## src/pkg/alarm_bank_pkg.sv

```systemverilog
// Package: command bytes, reset values and field layout of the alarm bank
package alarm_bank_pkg;

  // ************************************************************
  // Command bytes
  // ************************************************************
  localparam logic [7:0] CMD_ALARM_A_MASK  = 8'h0c;
  localparam logic [7:0] CMD_ALARM_B_MASK  = 8'h0d;
  localparam logic [7:0] CMD_ALARM_C_MASK  = 8'h0e;
  localparam logic [7:0] CMD_LOCAL_LIMIT   = 8'h40;
  localparam logic [7:0] CMD_FAR1_LIMIT_A  = 8'h41;
  localparam logic [7:0] CMD_FAR2_LIMIT_A  = 8'h42;
  localparam logic [7:0] CMD_FAR1_LIMIT_BC = 8'h49;
  localparam logic [7:0] CMD_FAR2_LIMIT_BC = 8'h4a;
  localparam logic [7:0] CMD_HYSTERESIS    = 8'h5a;

  // ************************************************************
  // Reset values
  // ************************************************************
  localparam logic [7:0] RST_ALARM_A_MASK  = 8'h01;
  localparam logic [7:0] RST_ALARM_B_MASK  = 8'h00;
  localparam logic [7:0] RST_ALARM_C_MASK  = 8'h07;
  localparam logic [7:0] RST_LOCAL_LIMIT   = 8'h55;
  localparam logic [7:0] RST_FAR_LIMIT_A   = 8'h6e;
  localparam logic [7:0] RST_FAR_LIMIT_BC  = 8'h55;
  localparam logic [7:0] RST_HYSTERESIS    = 8'h0a;

  // ************************************************************
  // Field layout
  // ************************************************************
  localparam int         MASK_LOCAL_BIT = 0;
  localparam int         MASK_FAR1_BIT  = 1;
  localparam int         MASK_FAR2_BIT  = 2;
  localparam logic [7:0] MASK_WR_BITS   = 8'h07;
  localparam logic [7:0] LOCAL_WR_BITS  = 8'h7f;
  localparam logic [7:0] HYST_WR_BITS   = 8'h1f;
  localparam logic [7:0] HYST_MAX       = 8'h20;

endpackage : alarm_bank_pkg

```

## src/pkg/channel_cmp_if.sv

```systemverilog
// Interface: reading, limit, hysteresis and status flag of one comparator channel
interface channel_cmp_if;
  logic [7:0] reading;
  logic [7:0] limit;
  logic [7:0] hyst;
  logic       flag;
  modport bank (output reading, output limit, output hyst, input flag);
  modport cmp  (input reading, input limit, input hyst, output flag);
endinterface : channel_cmp_if

```

## src/hyst_compare.sv

```systemverilog
// Hysteresis comparator producing one sticky channel status flag
module hyst_compare
  import alarm_bank_pkg::*;
(
  // Clock and reset
  input wire logic   clk,
  input wire logic   reset_n,
  // Channel
  channel_cmp_if.cmp ch
);

  logic [8:0] lowEdge;
  logic       atOrAbove;
  logic       belowLow;
  logic       flag_reg;
  logic       flag_next;

  // Nine bits so a limit under the hysteresis never wraps upward
  assign lowEdge   = {1'b0, ch.limit} - {1'b0, ch.hyst};
  assign atOrAbove = ch.reading >= ch.limit;
  assign belowLow  = lowEdge[8] ? 1'b0
                   : ({1'b0, ch.reading} < lowEdge);
  assign flag_next = atOrAbove ? 1'b1 : (belowLow ? 1'b0 : flag_reg);
  assign ch.flag   = flag_reg;

  always_ff @(posedge clk or negedge reset_n) begin
    if (!reset_n) begin
      flag_reg <= 1'b0;
    end else begin
      flag_reg <= flag_next;
    end
  end

  a_flag_sets_high: assert property (
    @(posedge clk) disable iff (!reset_n)
    ch.reading >= ch.limit |=> flag_reg)
    else $error("flag not set at or above limit");
  a_flag_holds_band: assert property (
    @(posedge clk) disable iff (!reset_n)
    (flag_reg && !belowLow) |=> flag_reg)
    else $error("flag cleared inside hysteresis band");
  a_flag_clears_low: assert property (
    @(posedge clk) disable iff (!reset_n)
    ({1'b0, ch.reading} + {1'b0, ch.hyst}) < {1'b0, ch.limit}
    |=> !flag_reg)
    else $error("flag held below the hysteresis band");

endmodule : hyst_compare

```

## src/alarm_mask_limit_bank.sv

```systemverilog
// Alarm mask and limit register bank with three active-low alarm outputs
// Operation
// - Mask bit 2 set blocks the remote 2 event from that alarm output.
// - Mask bit 1 set blocks the remote 1 event from that alarm output.
// - Mask bit 0 set blocks the local event from that alarm output.
// - Mask bits 7 to 3 are read-only and read as zero.
// - Each alarm output has its own mask register.
// - The local limit is an unsigned 0 to 127 degree value in bits 6:0.
// - Local limit bit 7 is read-only and reads as zero.
// - The local limit decides when the local error event is raised.
// - Each remote limit is a full unsigned 8-bit 0 to 255 degree value.
// - The first remote limit pair feeds only the first alarm output.
// - The second remote limit pair is shared by alarm outputs two and three.
// - A flag sets at or above its limit and clears below limit minus hyst.
// - An alarm is active while any unmasked flag is set.
// - A 0 to 31 degree hysteresis at command 0x5a lowers the clear point of every limit.
module alarm_mask_limit_bank
  import alarm_bank_pkg::*;
(
  // Clock and reset
  input  wire logic       clk,
  input  wire logic       reset_n,
  // Register access by command byte
  input  wire logic [7:0] cmdByte,
  input  wire logic       wrStrobe,
  input  wire logic [7:0] wrData,
  output logic      [7:0] rdData,
  // Temperature readings, whole degrees
  input  wire logic [7:0] localTemp,
  input  wire logic [7:0] far1Temp,
  input  wire logic [7:0] far2Temp,
  // Alarm outputs, active low
  output logic            alarm_out_a_n,
  output logic            alarm_out_b_n,
  output logic            alarm_out_c_n
);

  // ************************************************************
  // Registers
  // ************************************************************
  logic [7:0] maskA_reg, maskB_reg, maskC_reg;
  logic [7:0] localLimit_reg, far1LimA_reg, far2LimA_reg;
  logic [7:0] far1LimBC_reg, far2LimBC_reg, hyst_reg;
  logic [7:0] hystClamped;
  logic [7:0] rdData_next;

  function automatic logic [7:0] keepBits(input logic [7:0] d,
                                          input logic [7:0] m);
    keepBits = d & m;
  endfunction : keepBits

  // Writes keep bits 4:0 only, so the clamp to 32 never takes effect
  assign hystClamped = (wrData & HYST_WR_BITS) > HYST_MAX ? HYST_MAX
                     : keepBits(wrData, HYST_WR_BITS);

  always_ff @(posedge clk or negedge reset_n) begin
    if (!reset_n) begin
      maskA_reg      <= RST_ALARM_A_MASK;
      maskB_reg      <= RST_ALARM_B_MASK;
      maskC_reg      <= RST_ALARM_C_MASK;
      localLimit_reg <= RST_LOCAL_LIMIT;
      far1LimA_reg   <= RST_FAR_LIMIT_A;
      far2LimA_reg   <= RST_FAR_LIMIT_A;
      far1LimBC_reg  <= RST_FAR_LIMIT_BC;
      far2LimBC_reg  <= RST_FAR_LIMIT_BC;
      hyst_reg       <= RST_HYSTERESIS;
    end else if (wrStrobe) begin
      unique case (cmdByte)
        CMD_ALARM_A_MASK:  maskA_reg <= keepBits(wrData, MASK_WR_BITS);
        CMD_ALARM_B_MASK:  maskB_reg <= keepBits(wrData, MASK_WR_BITS);
        CMD_ALARM_C_MASK:  maskC_reg <= keepBits(wrData, MASK_WR_BITS);
        CMD_LOCAL_LIMIT:
          localLimit_reg <= keepBits(wrData, LOCAL_WR_BITS);
        CMD_FAR1_LIMIT_A:  far1LimA_reg  <= wrData;
        CMD_FAR2_LIMIT_A:  far2LimA_reg  <= wrData;
        CMD_FAR1_LIMIT_BC: far1LimBC_reg <= wrData;
        CMD_FAR2_LIMIT_BC: far2LimBC_reg <= wrData;
        CMD_HYSTERESIS:    hyst_reg      <= hystClamped;
        default: ;
      endcase
    end
  end

  // ************************************************************
  // Read-back, registered; unmapped bytes read zero
  // ************************************************************
  assign rdData_next =
      (cmdByte == CMD_ALARM_A_MASK)  ? maskA_reg      :
      (cmdByte == CMD_ALARM_B_MASK)  ? maskB_reg      :
      (cmdByte == CMD_ALARM_C_MASK)  ? maskC_reg      :
      (cmdByte == CMD_LOCAL_LIMIT)   ? localLimit_reg :
      (cmdByte == CMD_FAR1_LIMIT_A)  ? far1LimA_reg   :
      (cmdByte == CMD_FAR2_LIMIT_A)  ? far2LimA_reg   :
      (cmdByte == CMD_FAR1_LIMIT_BC) ? far1LimBC_reg  :
      (cmdByte == CMD_FAR2_LIMIT_BC) ? far2LimBC_reg  :
      (cmdByte == CMD_HYSTERESIS)    ? hyst_reg       : 8'h00;

  // ************************************************************
  // Comparators: local shared, remotes split by limit pair
  // ************************************************************
  channel_cmp_if chLocal ();
  channel_cmp_if chF1A ();
  channel_cmp_if chF2A ();
  channel_cmp_if chF1BC ();
  channel_cmp_if chF2BC ();

  assign chLocal.reading = localTemp;
  assign chLocal.limit   = localLimit_reg;
  assign chLocal.hyst    = hyst_reg;
  assign chF1A.reading   = far1Temp;
  assign chF1A.limit     = far1LimA_reg;
  assign chF1A.hyst      = hyst_reg;
  assign chF2A.reading   = far2Temp;
  assign chF2A.limit     = far2LimA_reg;
  assign chF2A.hyst      = hyst_reg;
  assign chF1BC.reading  = far1Temp;
  assign chF1BC.limit    = far1LimBC_reg;
  assign chF1BC.hyst     = hyst_reg;
  assign chF2BC.reading  = far2Temp;
  assign chF2BC.limit    = far2LimBC_reg;
  assign chF2BC.hyst     = hyst_reg;

  hyst_compare uCmpLocal (.clk(clk), .reset_n(reset_n), .ch(chLocal));
  hyst_compare uCmpF1A   (.clk(clk), .reset_n(reset_n), .ch(chF1A));
  hyst_compare uCmpF2A   (.clk(clk), .reset_n(reset_n), .ch(chF2A));
  hyst_compare uCmpF1BC  (.clk(clk), .reset_n(reset_n), .ch(chF1BC));
  hyst_compare uCmpF2BC  (.clk(clk), .reset_n(reset_n), .ch(chF2BC));

  // ************************************************************
  // Mask gating
  // ************************************************************
  logic [2:0] flagsA, flagsBC;
  logic       alarmA, alarmB, alarmC;

  function automatic logic gateAlarm(input logic [2:0] flags,
                                     input logic [7:0] mask);
    gateAlarm = (flags[MASK_LOCAL_BIT] & ~mask[MASK_LOCAL_BIT])
              | (flags[MASK_FAR1_BIT]  & ~mask[MASK_FAR1_BIT])
              | (flags[MASK_FAR2_BIT]  & ~mask[MASK_FAR2_BIT]);
  endfunction : gateAlarm

  assign flagsA  = {chF2A.flag, chF1A.flag, chLocal.flag};
  assign flagsBC = {chF2BC.flag, chF1BC.flag, chLocal.flag};
  assign alarmA  = gateAlarm(flagsA, maskA_reg);
  assign alarmB  = gateAlarm(flagsBC, maskB_reg);
  assign alarmC  = gateAlarm(flagsBC, maskC_reg);

  // Outputs registered so pins never glitch on mask writes
  always_ff @(posedge clk or negedge reset_n) begin
    if (!reset_n) begin
      rdData        <= 8'h00;
      alarm_out_a_n <= 1'b1;
      alarm_out_b_n <= 1'b1;
      alarm_out_c_n <= 1'b1;
    end else begin
      rdData        <= rdData_next;
      alarm_out_a_n <= ~alarmA;
      alarm_out_b_n <= ~alarmB;
      alarm_out_c_n <= ~alarmC;
    end
  end

  // ************************************************************
  // Checks
  // ************************************************************
  a_mask_reserved_zero: assert property (
    @(posedge clk) disable iff (!reset_n)
    (maskA_reg[7:3] == 5'h00) && (maskB_reg[7:3] == 5'h00)
    && (maskC_reg[7:3] == 5'h00))
    else $error("mask reserved bits not zero");
  a_local_bit7_zero: assert property (
    @(posedge clk) disable iff (!reset_n)
    wrStrobe && cmdByte == CMD_LOCAL_LIMIT |=> !localLimit_reg[7]
    && localLimit_reg[6:0] == $past(wrData[6:0]))
    else $error("local limit write wrong");
  a_far_limit_write: assert property (
    @(posedge clk) disable iff (!reset_n)
    wrStrobe && cmdByte == CMD_FAR1_LIMIT_BC |=>
    far1LimBC_reg == $past(wrData))
    else $error("remote limit not fully written");
  a_far2_mask_block: assert property (
    @(posedge clk) disable iff (!reset_n)
    maskA_reg[MASK_FAR2_BIT] && !chF1A.flag && !chLocal.flag
    |=> alarm_out_a_n)
    else $error("masked remote 2 reached alarm a");
  a_far1_pass: assert property (
    @(posedge clk) disable iff (!reset_n)
    !maskB_reg[MASK_FAR1_BIT] && chF1BC.flag |=> !alarm_out_b_n)
    else $error("unmasked remote 1 missed alarm b");
  a_local_pass: assert property (
    @(posedge clk) disable iff (!reset_n)
    !maskC_reg[MASK_LOCAL_BIT] && chLocal.flag |=> !alarm_out_c_n)
    else $error("unmasked local missed alarm c");
  a_far2_bc_pass: assert property (
    @(posedge clk) disable iff (!reset_n)
    !maskC_reg[MASK_FAR2_BIT] && chF2BC.flag |=> !alarm_out_c_n)
    else $error("unmasked remote 2 missed alarm c");
  a_alarm_a_own: assert property (
    @(posedge clk) disable iff (!reset_n)
    !chF1A.flag && !chF2A.flag
    && (maskA_reg[MASK_LOCAL_BIT] || !chLocal.flag) |=> alarm_out_a_n)
    else $error("shared limit pair reached alarm a");
  a_alarm_clears: assert property (
    @(posedge clk) disable iff (!reset_n)
    flagsBC == 3'b000 |=> alarm_out_b_n && alarm_out_c_n)
    else $error("alarm active with no flags");
  a_hyst_range: assert property (
    @(posedge clk) disable iff (!reset_n)
    hyst_reg <= HYST_MAX)
    else $error("hysteresis out of range");
  a_readback_mask: assert property (
    @(posedge clk) disable iff (!reset_n)
    cmdByte == CMD_ALARM_A_MASK && !wrStrobe |=> rdData == $past(maskA_reg))
    else $error("mask read-back wrong");

  c_alarm_a: cover property (@(posedge clk) disable iff (!reset_n)
    !alarm_out_a_n);
  c_alarm_b_c: cover property (@(posedge clk) disable iff (!reset_n)
    !alarm_out_b_n && alarm_out_c_n);
  c_alarm_release: cover property (@(posedge clk) disable iff (!reset_n)
    !alarm_out_a_n ##1 alarm_out_a_n);
  c_all_alarms: cover property (@(posedge clk) disable iff (!reset_n)
    !alarm_out_a_n && !alarm_out_b_n && !alarm_out_c_n);

endmodule : alarm_mask_limit_bank

```

## config.mk

```make
export PLATFORM = sky130hd
export DESIGN_NAME = alarm_mask_limit_bank
export DESIGN_NICKNAME = d
export VERILOG_FILES = /design/src/pkg/alarm_bank_pkg.sv /design/src/pkg/channel_cmp_if.sv /design/src/hyst_compare.sv /design/src/alarm_mask_limit_bank.sv
export SDC_FILE = /design/constraint.sdc
export NUM_CORES = 1
export LEC_CHECK = 0
export BUFFER_PORTS_ARGS = -buffer_cell sky130_fd_sc_hd__clkbuf_2
export CORE_MARGIN = 1.5
export CORE_UTILIZATION = 35
export CTS_CLUSTER_DIAMETER = 80
export DETAILED_ROUTE_END_ITERATION = 8
export GPL_ROUTABILITY_DRIVEN = 0
export SKIP_LAST_GASP = 1
export SYNTH_ARGS = -nofsm -noshare
export SYNTH_HDL_FRONTEND = slang
export SYNTH_HIERARCHICAL = 1
export SYNTH_SLANG_ARGS = --single-unit
```

## constraint.sdc

```tcl
create_clock -name clk -period 5.04 [get_ports clk]
set_input_delay 0.756 -clock clk [delete_from_list [all_inputs] [get_ports clk]]
set_output_delay 0.756 -clock clk [all_outputs]
set_load 0.01 [all_outputs]
```

Word-level counts from Yosys, hierarchy flattened

Cells that the tools add are included.
W data, S select, Z words.

Bits in registers: 72
Bits in latches: 0
RAM bits: 0
ROM bits: 0
Bits of input ports: 43
Output and inout bits: 11
Logic and storage cells: 109
Memories kept: 0

$add $sub $neg: 5
Multipliers: 0
Div/mod/pow operators: 0
$lt $le $gt $ge: 11
Equality and inequality tests: 9
Shifts and indexed selects: 0
Multiplexer cells: 25
Bitwise gates (word level): 27
Reductions and logical operators: 14

Operator list:

| operator             | number |
|---|---|
| $mux W8              | 9 |
| $eq A8 B7 Y1 const B | 6 |
| $lt A8 B9 Y1         | 5 |
| $sub A8 B8 Y9        | 4 |
| $ge A8 B8 Y1         | 4 |
| $eq A8 B4 Y1 const B | 3 |
| $reduce_and A2 Y1    | 9 |
| $mux W1              | 15 |
| $not A1 Y1           | 12 |
| $reduce_bool A2 Y1   | 5 |
| $and A1 B1 Y1        | 9 |
| $sub A7 B8 Y9        | 1 |
| $ge A8 B7 Y1         | 1 |
| $gt A5 B6 Y1 const B | 1 |
| $mux W6              | 1 |
| $or A1 B1 Y1         | 6 |

Depth between registers and ports, before layout

Gate-level depths: netlist of the first run.

Word-level depth: 10
Depth in mapped cells: 14
Mapped depth without buffers: 14

Modules after synthesis

The synthesis of the first run kept the hierarchy.

By module, submodules not included:

| module                     | instances | cells an instance | area an instance (um^2) | sequential area each (um^2) |
|---|---|---|---|---|
| alarm_mask_limit_bank      | 1         | 257               | 3186.8                  | 1640.3 |
| hyst_compare (uCmpF2A ...) | 3         | 93                | 748.2                   | 25.0 |
| hyst_compare (uCmpF1BC)    | 1         | 94                | 734.5                   | 25.0 |
| hyst_compare (uCmpF1A)     | 1         | 89                | 715.7                   | 25.0 |

Worst setup path before layout of the first run

No wires, ideal clock.

Kind: flip-flop to flip-flop
Start: register far1LimBC_reg[0] (netlist: chF1BC.limit[0])
End: register uCmpF1BC.flag_reg (netlist: uCmpF1BC/ch.flag)
Setup time: 136 ps
Arrival time: 2810 ps
Data required time: 4904 ps
Setup slack: 2094 ps
Cell stages (with the launch flop): 14
Clock period less this slack: 2946 ps
Path through: dfstp_2 -> inv_1 -> ha_1 -> fa_1 -> nor2b_4 -> o31a_1 -> o21ai_2 -> a21boi_1 -> a21o_2 -> ha_1 -> a21o_1 -> a211o_1 -> o31ai_1 -> o211ai_1

Longest elaborated chain between the ends: 4

Ends and longest elaborated chain:

| element                             | RTL line                    | RTL |
|---|---|---|
| start, declared                     | alarm_mask_limit_bank.sv:43 | `logic [7:0] far1LimBC_reg, far2LimBC_reg, hyst_reg;` |
| start signal, assigned              | alarm_mask_limit_bank.sv:76 | `CMD_FAR1_LIMIT_BC: far1LimBC_reg <= wrData;` |
| $sub A8 B8 Y9                       | hyst_compare.sv:19          | `assign lowEdge = {1'b0, ch.limit} - {1'b0, ch.hyst};` |
| $lt A8 B9 Y1                        | hyst_compare.sv:22          | `: ({1'b0, ch.reading} < lowEdge);` |
| $mux W1                             | hyst_compare.sv:21          | `assign belowLow = lowEdge[8] ? 1'b0` |
| $reduce_bool A2 Y1 (no source line) | --                          |  |
| end signal, assigned                | hyst_compare.sv:30          | `flag_reg <= flag_next;` |
| end, declared                       | hyst_compare.sv:15          | `logic flag_reg;` |

Several ways; a longest one is shown, not always the timed one.
A chain may end at the register's enable or synchronous reset.

Final worst setup path of the first run

Start: register localLimit_reg[0] (netlist: chLocal.limit[0])
End: register uCmpLocal.flag_reg (netlist: uCmpLocal/ch.flag)

Longest elaborated chain between the ends: 4

Ends and longest elaborated chain:

| element                             | RTL line                    | RTL |
|---|---|---|
| start, declared                     | alarm_mask_limit_bank.sv:42 | `logic [7:0] localLimit_reg, far1LimA_reg, far2LimA_reg;` |
| start signal, assigned              | alarm_mask_limit_bank.sv:73 | `localLimit_reg <= keepBits(wrData, LOCAL_WR_BITS);` |
| $sub A7 B8 Y9                       | hyst_compare.sv:19          |  |
| $lt A8 B9 Y1                        | hyst_compare.sv:22          |  |
| $mux W1                             | hyst_compare.sv:21          |  |
| $reduce_bool A2 Y1 (no source line) | --                          |  |
| end signal, assigned                | hyst_compare.sv:30          |  |
| end, declared                       | hyst_compare.sv:15          |  |

Several ways; a longest one is shown, not always the timed one.

==> results.cfg, run 1 <==
[timing]
final_max_slew_viol_count = 0
hold_viol_final = 0
min_period_ns = 3.13
rsz0062_at_grt = no
clock_skew_ns = 0.00713
worst_pin_slew_ns = 0.809
fin_tns_setup_ns = 0
fmax_mhz = 320
setup_viol = 0
period_share_pct = 62.0
relSlewSlack_pct = 46.1

[floorplanning]
initial_core_util_pct = 35.5
dieHeight_um = 143
die_w_um = 143
die-area_um2 = 20500
io_pins = 54
rows = 51
core_um2 = 19400

[finish]
n_antenna_cell = 0
layout.nets = 951
fillers = 1987
multiInputGateArea_um2 = 4750
stdcell_count = 1057
drive_gt1_share_pct = 25.4
ff_latch_area_um2 = 1770
synthToLayoutAreaGrowth_pct = 12.4

[min_path]
hold_class = input pin to asynchronous set/reset pin

[place]
dp.cells = 1042
io_buffers = 53
dp_hpwl_mm = 14.1

[power_and_ir_drop]
power.leakage_nw = 3.45
peakVddDrop_mv = 0.119
power_density_nw_per_um2 = 235

[synth]
synth-simple-area-share_pct = 13.6
synth-edff-count = 0
synthAdderAreaFrac_pct = 22.4
muxShareOfSynthArea_pct = 9.75
synth_top_family_by_area = adder cells
netlist_instances = 719
yosysWarningCount = 6
synth_seq_cells = 69
yosysSeqAreaShare_pct = 25.7
synth_compound_area_share_pct = 19.8
synth_area_per_cell_um2 = 9.57
synth_area_leaders = ha_1 21%, dfrtp_1 14%, dfstp_2 12%
yosys.area_share.xor_xnor_pct = 2.55
synth.distinct_cells = 69
synth_top_area_share_pct = 20.9
synth.cell_area_um2 = 6880
synth_flop_cell = dfrtp_1
synthArstFlopShare_pct = 100
yosysTopAreaCell = ha_1

[clock_tree]
root_buffer = clkbuf_16
cts-resized-gates = 0
htree_levels = 3
cts_buffers = 9
clk_latency_ns = 0.33
clkTransAtPathRegs_ns = 0.05
hold_buffers = 0
cts_max_path_buffers = 2
cts_setup_buffers = 0
clock-sinks = 69
cts_tree = built

[routing]
antenna_left = 0
drc = 0
via_count = 5460
first_pass_iters = 5
drtIter0Drc = 328
viasPerCell = 5.17
routedWlPerCell_um = 17.0
routed_wirelength_mm = 17.9

[worst_setup_path]
cp.arrival_ns = 3.32
worstSetupPathType = flip-flop to flip-flop
cp-end-kind = flip-flop
start_kind = flip-flop
crit_required_ns = 5.24
crit_fanout = 4

[run_status]
status = complete, no violations

[global_route]
antenna_found_initial = 0
grt_start_max_net_pins = 37
grt_pass1_wl_mm = 28.8
grt-ovfl-total = 0
grt_use_total_pct = 18.3
grt_pass1_vias = 5339

[flow_run]
maxCapViolations = 0
[per-stage QoR]
stage	hold slack [ns]	setup WS (ns)	total power, mW	area [um2]	utilization (%)
after CTS	0.522	1.91	1.83	7730	39.9
after floorplan	0.415	2.09	1.09	6940	-
final	0.516	1.91	1.82	7730	39.9
after global placement	0.511	1.99	1.25	7470	38.5
after global routing	0.551	1.73	1.94	7730	39.9
after detailed placement	0.513	1.93	1.26	7470	38.5
[worst max-delay path: stages (launching register included)]
cell      delay, ns
dfstp_2        0.57
inv_1          0.05
ha_1           0.24
fa_1           0.45
nor2b_4        0.14
o31a_1         0.16
o21ai_2        0.08
a21boi_2       0.18
a21o_1         0.11
ha_1           0.23
a21oi_1        0.14
nor2b_1        0.07
o41ai_1        0.43
o211ai_2       0.14
[path summary, 6_finish.rpt]
| path | slack, ns | startpoint | cells past startpoint | end |
|---|---|---|---|---|
| min | 0.52 | reset_n | 1 | chLocal.limit[1] |
| min in group clk | 0.52 | maskA_reg[0] | 2 | alarm_out_a_n |
| max reg2reg | 1.91 | chLocal.limit[0] | 13 | uCmpLocal/ch.flag |
| max | 1.91 | chLocal.limit[0] | 13 | uCmpLocal/ch.flag |
| max in group asynchronous | 3.52 | reset_n | 2 | chF1A.hyst[3] |
| min reg2reg | 0.52 | maskA_reg[0] | 2 | alarm_out_a_n |
[power breakdown]
| group | total, mW | switching [mW] | internal [mW] |
|---|---|---|---|
| Sequential | 0.628 | 0.0403 | 0.588 |
| Clock | 0.567 | 0.225 | 0.342 |
| Combinational | 0.625 | 0.337 | 0.288 |
[cell usage in the layout, fill, tap and decap left out, types with 6 or more instances in the layout]
cell type and instances:
mux2_2 55, xnor2_1 7, o22ai_1 7, o31a_1 7, o211ai_1 10, ha_1 115
nor2b_1 8, dfstp_2 31, nand3_1 16, a21o_1 17, xor2_1 13, clkbuf_16 9
nand2b_1 16, a211oi_1 7, nor2_1 50, clkbuf_2 52, conb_1 17, a21oi_1 36
a22oi_1 6, inv_1 95, nor3_1 8, o21ai_0 26, nor2b_4 9, dfrtp_1 38
o21ai_1 6, o21a_1 10, nand2_1 24
[per-layer routing]
metal / GRT usage (%) / wire length, um / vias up
li1: - / - / 2711
met1: 24.9 / 8550 / 2613
met2: 30.3 / 8380 / 119
met3: 2.48 / 748 / 17
met4: 4.99 / 255 / 0
met5: 0 / 0 / -
[cell families (layout without fill, tap and decap cells)]
logic type      count (synthesis)  after routing
other cells                     1             17
fa+ha+maj                     120            120
xor+xnor                       20             20
simple gates                  158            158
mux                            60             60
flops                          69             69
buf+inv                       107            164
compound gates                184            184
[synthesized netlist by cell type (5+ instances only)]
| cell type | n |
|---|---|
| fa_1 | 5 |
| dfrtp_1 | 38 |
| ha_1 | 115 |
| o41ai_1 | 5 |
| nor3_1 | 8 |
| mux2_2 | 55 |
| o211ai_1 | 10 |
| inv_1 | 95 |
| nor2_1 | 50 |
| a21o_1 | 17 |
| nor2b_4 | 9 |
| o31a_1 | 7 |
| nand2b_1 | 16 |
| buf_2 | 6 |
| xor2_1 | 13 |
| a211oi_1 | 7 |
| nor2b_1 | 8 |
| nand2_1 | 24 |
| o21a_1 | 10 |
| xnor2_1 | 7 |
| nand3_1 | 16 |
| dfstp_2 | 31 |
| a22oi_1 | 6 |
| o21ai_1 | 6 |
| a21oi_1 | 36 |
| o22ai_1 | 7 |
| o21ai_0 | 26 |
[final cells by class]
type	instances	area share (%)
flip-flops and latches	69	22.8
repair buffers	54	3.53
clock inverters	2	0.129
inverters	95	4.61
multi-input cells	559	61.4
well taps	265	4.29
clock buffers	13	3.24
No activity file was read; power rests on OpenSTA's default activity.
==> inputs of run 2 (changes only) <==
--- a/config.mk
+++ b/config.mk
@@ -5,6 +5,7 @@
 export SDC_FILE = /design/constraint.sdc
 export NUM_CORES = 1
 export LEC_CHECK = 0
+export ABC_AREA = 1
 export BUFFER_PORTS_ARGS = -buffer_cell sky130_fd_sc_hd__clkbuf_2
 export CORE_MARGIN = 1.5
 export CORE_UTILIZATION = 35
==> constraint.sdc (replaced) <==
create_clock -name clk -period 3.2 [get_ports clk]
set_input_delay 0.48 -clock clk [delete_from_list [all_inputs] [get_ports clk]]
set_output_delay 0.48 -clock clk [all_outputs]
set_load 0.01 [all_outputs]
==> run 2 against run 1 <==
Utilization is 0.78 points higher; via count rose by 9.3%; sequential power is 59% higher; worst hold slack worse by 0.33 ns; largest power group is now combinational cells.
==> results.cfg, run 2 <==
[run_status]
status = complete, no violations

[finish]
n_antenna_cell = 0
finish.utilization_pct = 40.7
fillers = 2054
final_cell_mix = 196 x nand2_1, 149 x inv_1, 115 x ha_1
layout.nets = 1147
synthToLayoutAreaGrowth_pct = 13.6
stdcell_count = 1254
drive_gt1_share_pct = 18.4
fin_area_um2 = 7940
final_common_cell = nand2_1

[worst_setup_path]
regToRegSetupSlack_ns = 0.39
crit_fanout = 7
cp.arrival_ns = 3.04
regToRegEndpoint = uCmpF1BC/ch.flag
cp-end-kind = flip-flop
slowest_delay_ns = 0.53
r2r-start = chF1A.hyst[0]
worst_r2r_path_depth = 16
slowest_stage = dfrtp_1
cp_common_cell = nand2_1
worstSetupPathType = flip-flop to flip-flop
crit_start = chF1A.hyst[0]
start_kind = flip-flop
crit_required_ns = 3.43
path_cells = ha_1 -> fa_1 -> inv_1 -> nand3_1 -> nand2_2 -> nand2_1 -> a22oi_1 -> xor2_1 -> ha_1 -> a21o_1 -> nand3_1 -> nand2_1 -> nor2_1 -> nand3_1 -> nand2_1 -> nand2_1

[timing]
worst_pin_slew_ns = 0.699
fin_tns_setup_ns = 0
period_share_pct = 88.0
holdWs_ns = 0.183
rsz0062_at_grt = no
hold_viol_final = 0
setup_viol = 0
clock_skew_ns = 0.00480
worst_slack_ns = 0.386
min_period_ns = 2.81
fmax_mhz = 355
final_max_slew_viol_count = 0
relSlewSlack_pct = 53.4

[routing]
routedWlPerCell_um = 14.3
viasPerCell = 4.76
via_count = 5970
antenna_left = 0
drc = 0
drtIter0Drc = 283
first_pass_iters = 5
routed_wirelength_mm = 17.9

[place]
dp.cells = 1238
dp_hpwl_mm = 14.4
io_buffers = 53
dp_slack_ns = 0.378
placed_area_um2 = 7610

[synth]
synthArstFlopShare_pct = 100
yosysTopAreaCell = ha_1
yosysWarningCount = 6
yosysSeqAreaShare_pct = 25.3
synth.cell_area_um2 = 6990
synth.distinct_cells = 45
synth_most_common_cell = nand2_1
netlist_instances = 909
synth_flop_cell = dfrtp_1
synth_seq_cells = 69
synth_top_area_share_pct = 20.6
synth_area_per_cell_um2 = 7.69
synth_area_leaders = ha_1 21%, dfrtp_1 14%, dfstp_2 12%
ys_top_cells_by_count = 196 x nand2_1, 149 x inv_1, 115 x ha_1
synth-edff-count = 0

[power_and_ir_drop]
p_total_mw = 3.25
peakVddDrop_mv = 0.272
pwr-share-seq_pct = 30.9
p_comb_share_pct = 35.2
power_density_nw_per_um2 = 410
sw_frac_of_total_pct = 34.8
power.leakage_nw = 3.87
p_int_mw = 2.12
switching_power_mw = 1.13
clkPwrFrac_pct = 33.9

[clock_tree]
cts_max_path_buffers = 2
cts_tree = built
root_buffer = clkbuf_16
htree_levels = 3
hold_buffers = 0
clock-sinks = 69
cts_buffers = 9
cts-resized-gates = 0
clk_latency_ns = 0.34
clkTransAtPathRegs_ns = 0.06
cts_setup_buffers = 0

[floorplanning]
initial_core_util_pct = 35.8
die-area_um2 = 20800
core_um2 = 19500
die_w_um = 144
dieHeight_um = 144
io_pins = 54
rows = 51

[flow_run]
maxCapViolations = 0

[global_route]
grt_pass1_wl_mm = 29.7
antenna_found_initial = 0
grt_start_max_net_pins = 42
grt-ovfl-total = 0
grt_use_total_pct = 18.4
grt_pass1_vias = 5870

[min_path]
hold_class = input pin to asynchronous set/reset pin
==> run 2: critical path: cells and delay by family, from the launching register on <==
kind / cells / cell delay, ns
AOI/OAI and AO/OA: 2 / 0.34
DFF: 1 / 0.53
and+or+nand+nor: 9 / 0.63
buffers and inverters: 1 / 0.07
xor gates and xnor gates: 1 / 0.17
adders and majority gates: 3 / 0.97
==> run 2: cell type report <==
type                       count  area [um2]  area share (%)
multi-input combinational    689        4630            58.3
clock inverter                 6        86.3            1.09
inverter                     161         604            7.61
sequential                    69        1770            22.2
timing repair buffer          54         285            3.59
clock buffer                  10         239            3.01
tap                          265         332            4.18
==> run 2: kinds of logic after synthesis <==
family	after synthesis	synth area share, %
and+or+nand+nor	354	24.0
xor gates and xnor gates	30	3.76
adders and majority gates	120	22.0
DFF	69	25.3
AOI/OAI and AO/OA	168	15.5
other	1	0.0537
buffers and inverters	167	9.42
==> run 2: power by group through the flow <==
| stage | clock network [mW] | registers [mW] | logic (mW) |
|---|---|---|---|
| after floorplan | 0 | 0.985 | 0.883 |
| after global placement | 0 | 1.02 | 1.13 |
| after detailed placement | 0 | 1.02 | 1.14 |
| after CTS | 1.11 | 1.00 | 1.15 |
| after global routing | 1.15 | 1.01 | 1.33 |
| final | 1.10 | 1.00 | 1.15 |
==> run 2: how the worst max path moves through the flow <==
stage / endpoint / slack [ns] / depth (start not counted)
3_3_place_gp: uCmpF1BC/ch.flag / 0.43 / 16
5_1_grt: uCmpF1BC/ch.flag / 0.15 / 16
3_5_place_dp: uCmpF1BC/ch.flag / 0.38 / 16
4_1_cts: uCmpF1BC/ch.flag / 0.38 / 16
2_1_floorplan: uCmpLocal/ch.flag / 0.57 / 17
6_report: uCmpF1BC/ch.flag / 0.39 / 16
==> run 2: layer usage <==
layer / wire length [um] / track usage (%)
met3: 690 / 1.89
met4: 318 / 5.74
met2: 7980 / 29.9
met1: 8900 / 25.7
met5: 0 / 0
==> inputs of run 3 (changes only) <==
--- a/config.mk
+++ b/config.mk
@@ -5,7 +5,6 @@
 export SDC_FILE = /design/constraint.sdc
 export NUM_CORES = 1
 export LEC_CHECK = 0
-export ABC_AREA = 1
 export BUFFER_PORTS_ARGS = -buffer_cell sky130_fd_sc_hd__clkbuf_2
 export CORE_MARGIN = 1.5
 export CORE_UTILIZATION = 35
==> run 3 against run 2 <==
Via count shrank 7.5%; largest cell class unchanged; count of clock-buffer cells in the layout up 5; fmax fell by 7.2%; cell area shrank 0.76%; combinational power shrank 13%; highest routed layer unchanged; sequential power barely moved.
==> results.cfg, run 3 (synthesized netlist as in run 1, its figures left out) <==
[floorplanning]
rows = 51
io_pins = 54
die_w_um = 143
dieHeight_um = 143
core_um2 = 19400
initial_core_util_pct = 35.5
die-area_um2 = 20500

[clock_tree]
cts_tree = built
root_buffer = clkbuf_16
clkTransAtPathRegs_ns = 0.06
clk_latency_ns = 0.34
clock-sinks = 69
hold_buffers = 0
cts_max_path_buffers = 2
htree_levels = 3
cts_buffers = 9

[global_route]
grt_pass1_wl_mm = 29.6
grt_use_total_pct = 18.9
grt_start_max_net_pins = 36
grt-ovfl-total = 0
grt_pass1_vias = 5441
antenna_found_initial = 0

[finish]
finish.utilization_pct = 40.6
final_cell_mix = 115 x ha_1, 95 x inv_1, 55 x mux2_2
ff_latch_area_um2 = 1770
layout.nets = 959
drive_gt1_share_pct = 26.7
n_antenna_cell = 0
multiInputGateArea_um2 = 4770
synthToLayoutAreaGrowth_pct = 14.5
final_common_cell = ha_1
stdcell_count = 1066
fillers = 1995

[worst_setup_path]
crit_fanout = 7
cp.arrival_ns = 3.24
regToRegEndpoint = uCmpF1BC/ch.flag
worstSetupPathType = flip-flop to flip-flop
start_kind = flip-flop
r2r-start = chF1A.hyst[3]
worst_r2r_path_depth = 12
cp-end-kind = flip-flop
regToRegSetupSlack_ns = 0.17
crit_start = chF1A.hyst[3]
crit_required_ns = 3.41

[timing]
fmax_mhz = 330
setup_viol = 0
hold_viol_final = 0
period_share_pct = 94.8
rsz0062_at_grt = yes
min_period_ns = 3.03
relSlewSlack_pct = 42.5
fin_tns_setup_ns = 0
final_max_slew_viol_count = 0
worst_pin_slew_ns = 0.863
clock_skew_ns = 0.0103

[power_and_ir_drop]
power.leakage_nw = 3.52
peakVddDrop_mv = 0.215
p_total_mw = 3.03
power_density_nw_per_um2 = 384

[place]
dp_hpwl_mm = 14.4
io_buffers = 53
dp.cells = 1048

[routing]
viasPerCell = 5.18
routed_wirelength_mm = 18.0
drc = 0
first_pass_iters = 5
via_count = 5521
routedWlPerCell_um = 16.9
antenna_left = 0
drtIter0Drc = 318

[run_status]
status = complete, no violations

[flow_run]
maxCapViolations = 0

[min_path]
hold_class = input pin to asynchronous set/reset pin
==> run 3: final cells by class <==
class / count / share of cell area, %
Clock buffer: 15 / 3.53
Clock inverter: 1 / 0.381
Inverter: 95 / 4.53
Multi-Input combinational cell: 559 / 60.5
Sequential cell: 69 / 22.5
Tap cell: 265 / 4.21
Timing Repair Buffer: 62 / 4.38
==> run 3: worst max path at each step <==
stage / cells after the start / slack (ns) / endpoint
after global routing: 13 / -0.008 / uCmpF2BC/ch.flag
after global placement: 12 / 0.15 / uCmpF1BC/ch.flag
after floorplan: 13 / 0.25 / uCmpF1BC/ch.flag
final: 12 / 0.17 / uCmpF1BC/ch.flag
after CTS: 12 / 0.09 / uCmpF1BC/ch.flag
after detailed placement: 12 / 0.11 / uCmpF1BC/ch.flag
==> run 3: routing by layer <==
metal / GRT usage, % / wire (um)
met1: 25.8 / 8410
met3: 2.35 / 773
met2: 30.9 / 8580
met4: 6.12 / 275
met5: 0 / 0
==> run 3: per-stage QoR <==
step	instance area, um2	setup slack [ns]	hold slack [ns]
4_1_cts	7840	0.0945	0.275
6_report	7880	0.168	0.244
2_1_floorplan	6940	0.254	0.184
3_5_place_dp	7530	0.108	0.501
3_3_place_gp	7530	0.150	0.495
5_1_grt	7880	-0.00770	0.312
==> run 3: power breakdown <==
group / total, mW / leakage (nW) / internal (mW) / switching (mW)
Combinational: 1.00 / 2.55 / 0.465 / 0.535
Sequential: 0.987 / 0.821 / 0.926 / 0.0610
Clock: 1.04 / 0.150 / 0.668 / 0.372
Total: 3.03 / 3.52 / 2.06 / 0.968
==> run 3: worst max-delay path: stages (launching register included) <==
cell and delay [ns]:
dfstp_2 0.64, inv_1 0.07, ha_1 0.36, o21a_1 0.21, o31a_1 0.12, o21ai_2 0.14
a21boi_1 0.09, a21o_2 0.19, ha_1 0.29, a21o_1 0.16, a211o_1 0.29, o31ai_1 0.23
o211ai_1 0.12
==> run 3: what timing repair did <==
item | CTS | global route
endpoints found under the hold margin | 0 | 0
resized for setup | 0 | 5
setup buffers | 0 | 2
setup endpoints to repair | 0 | 5
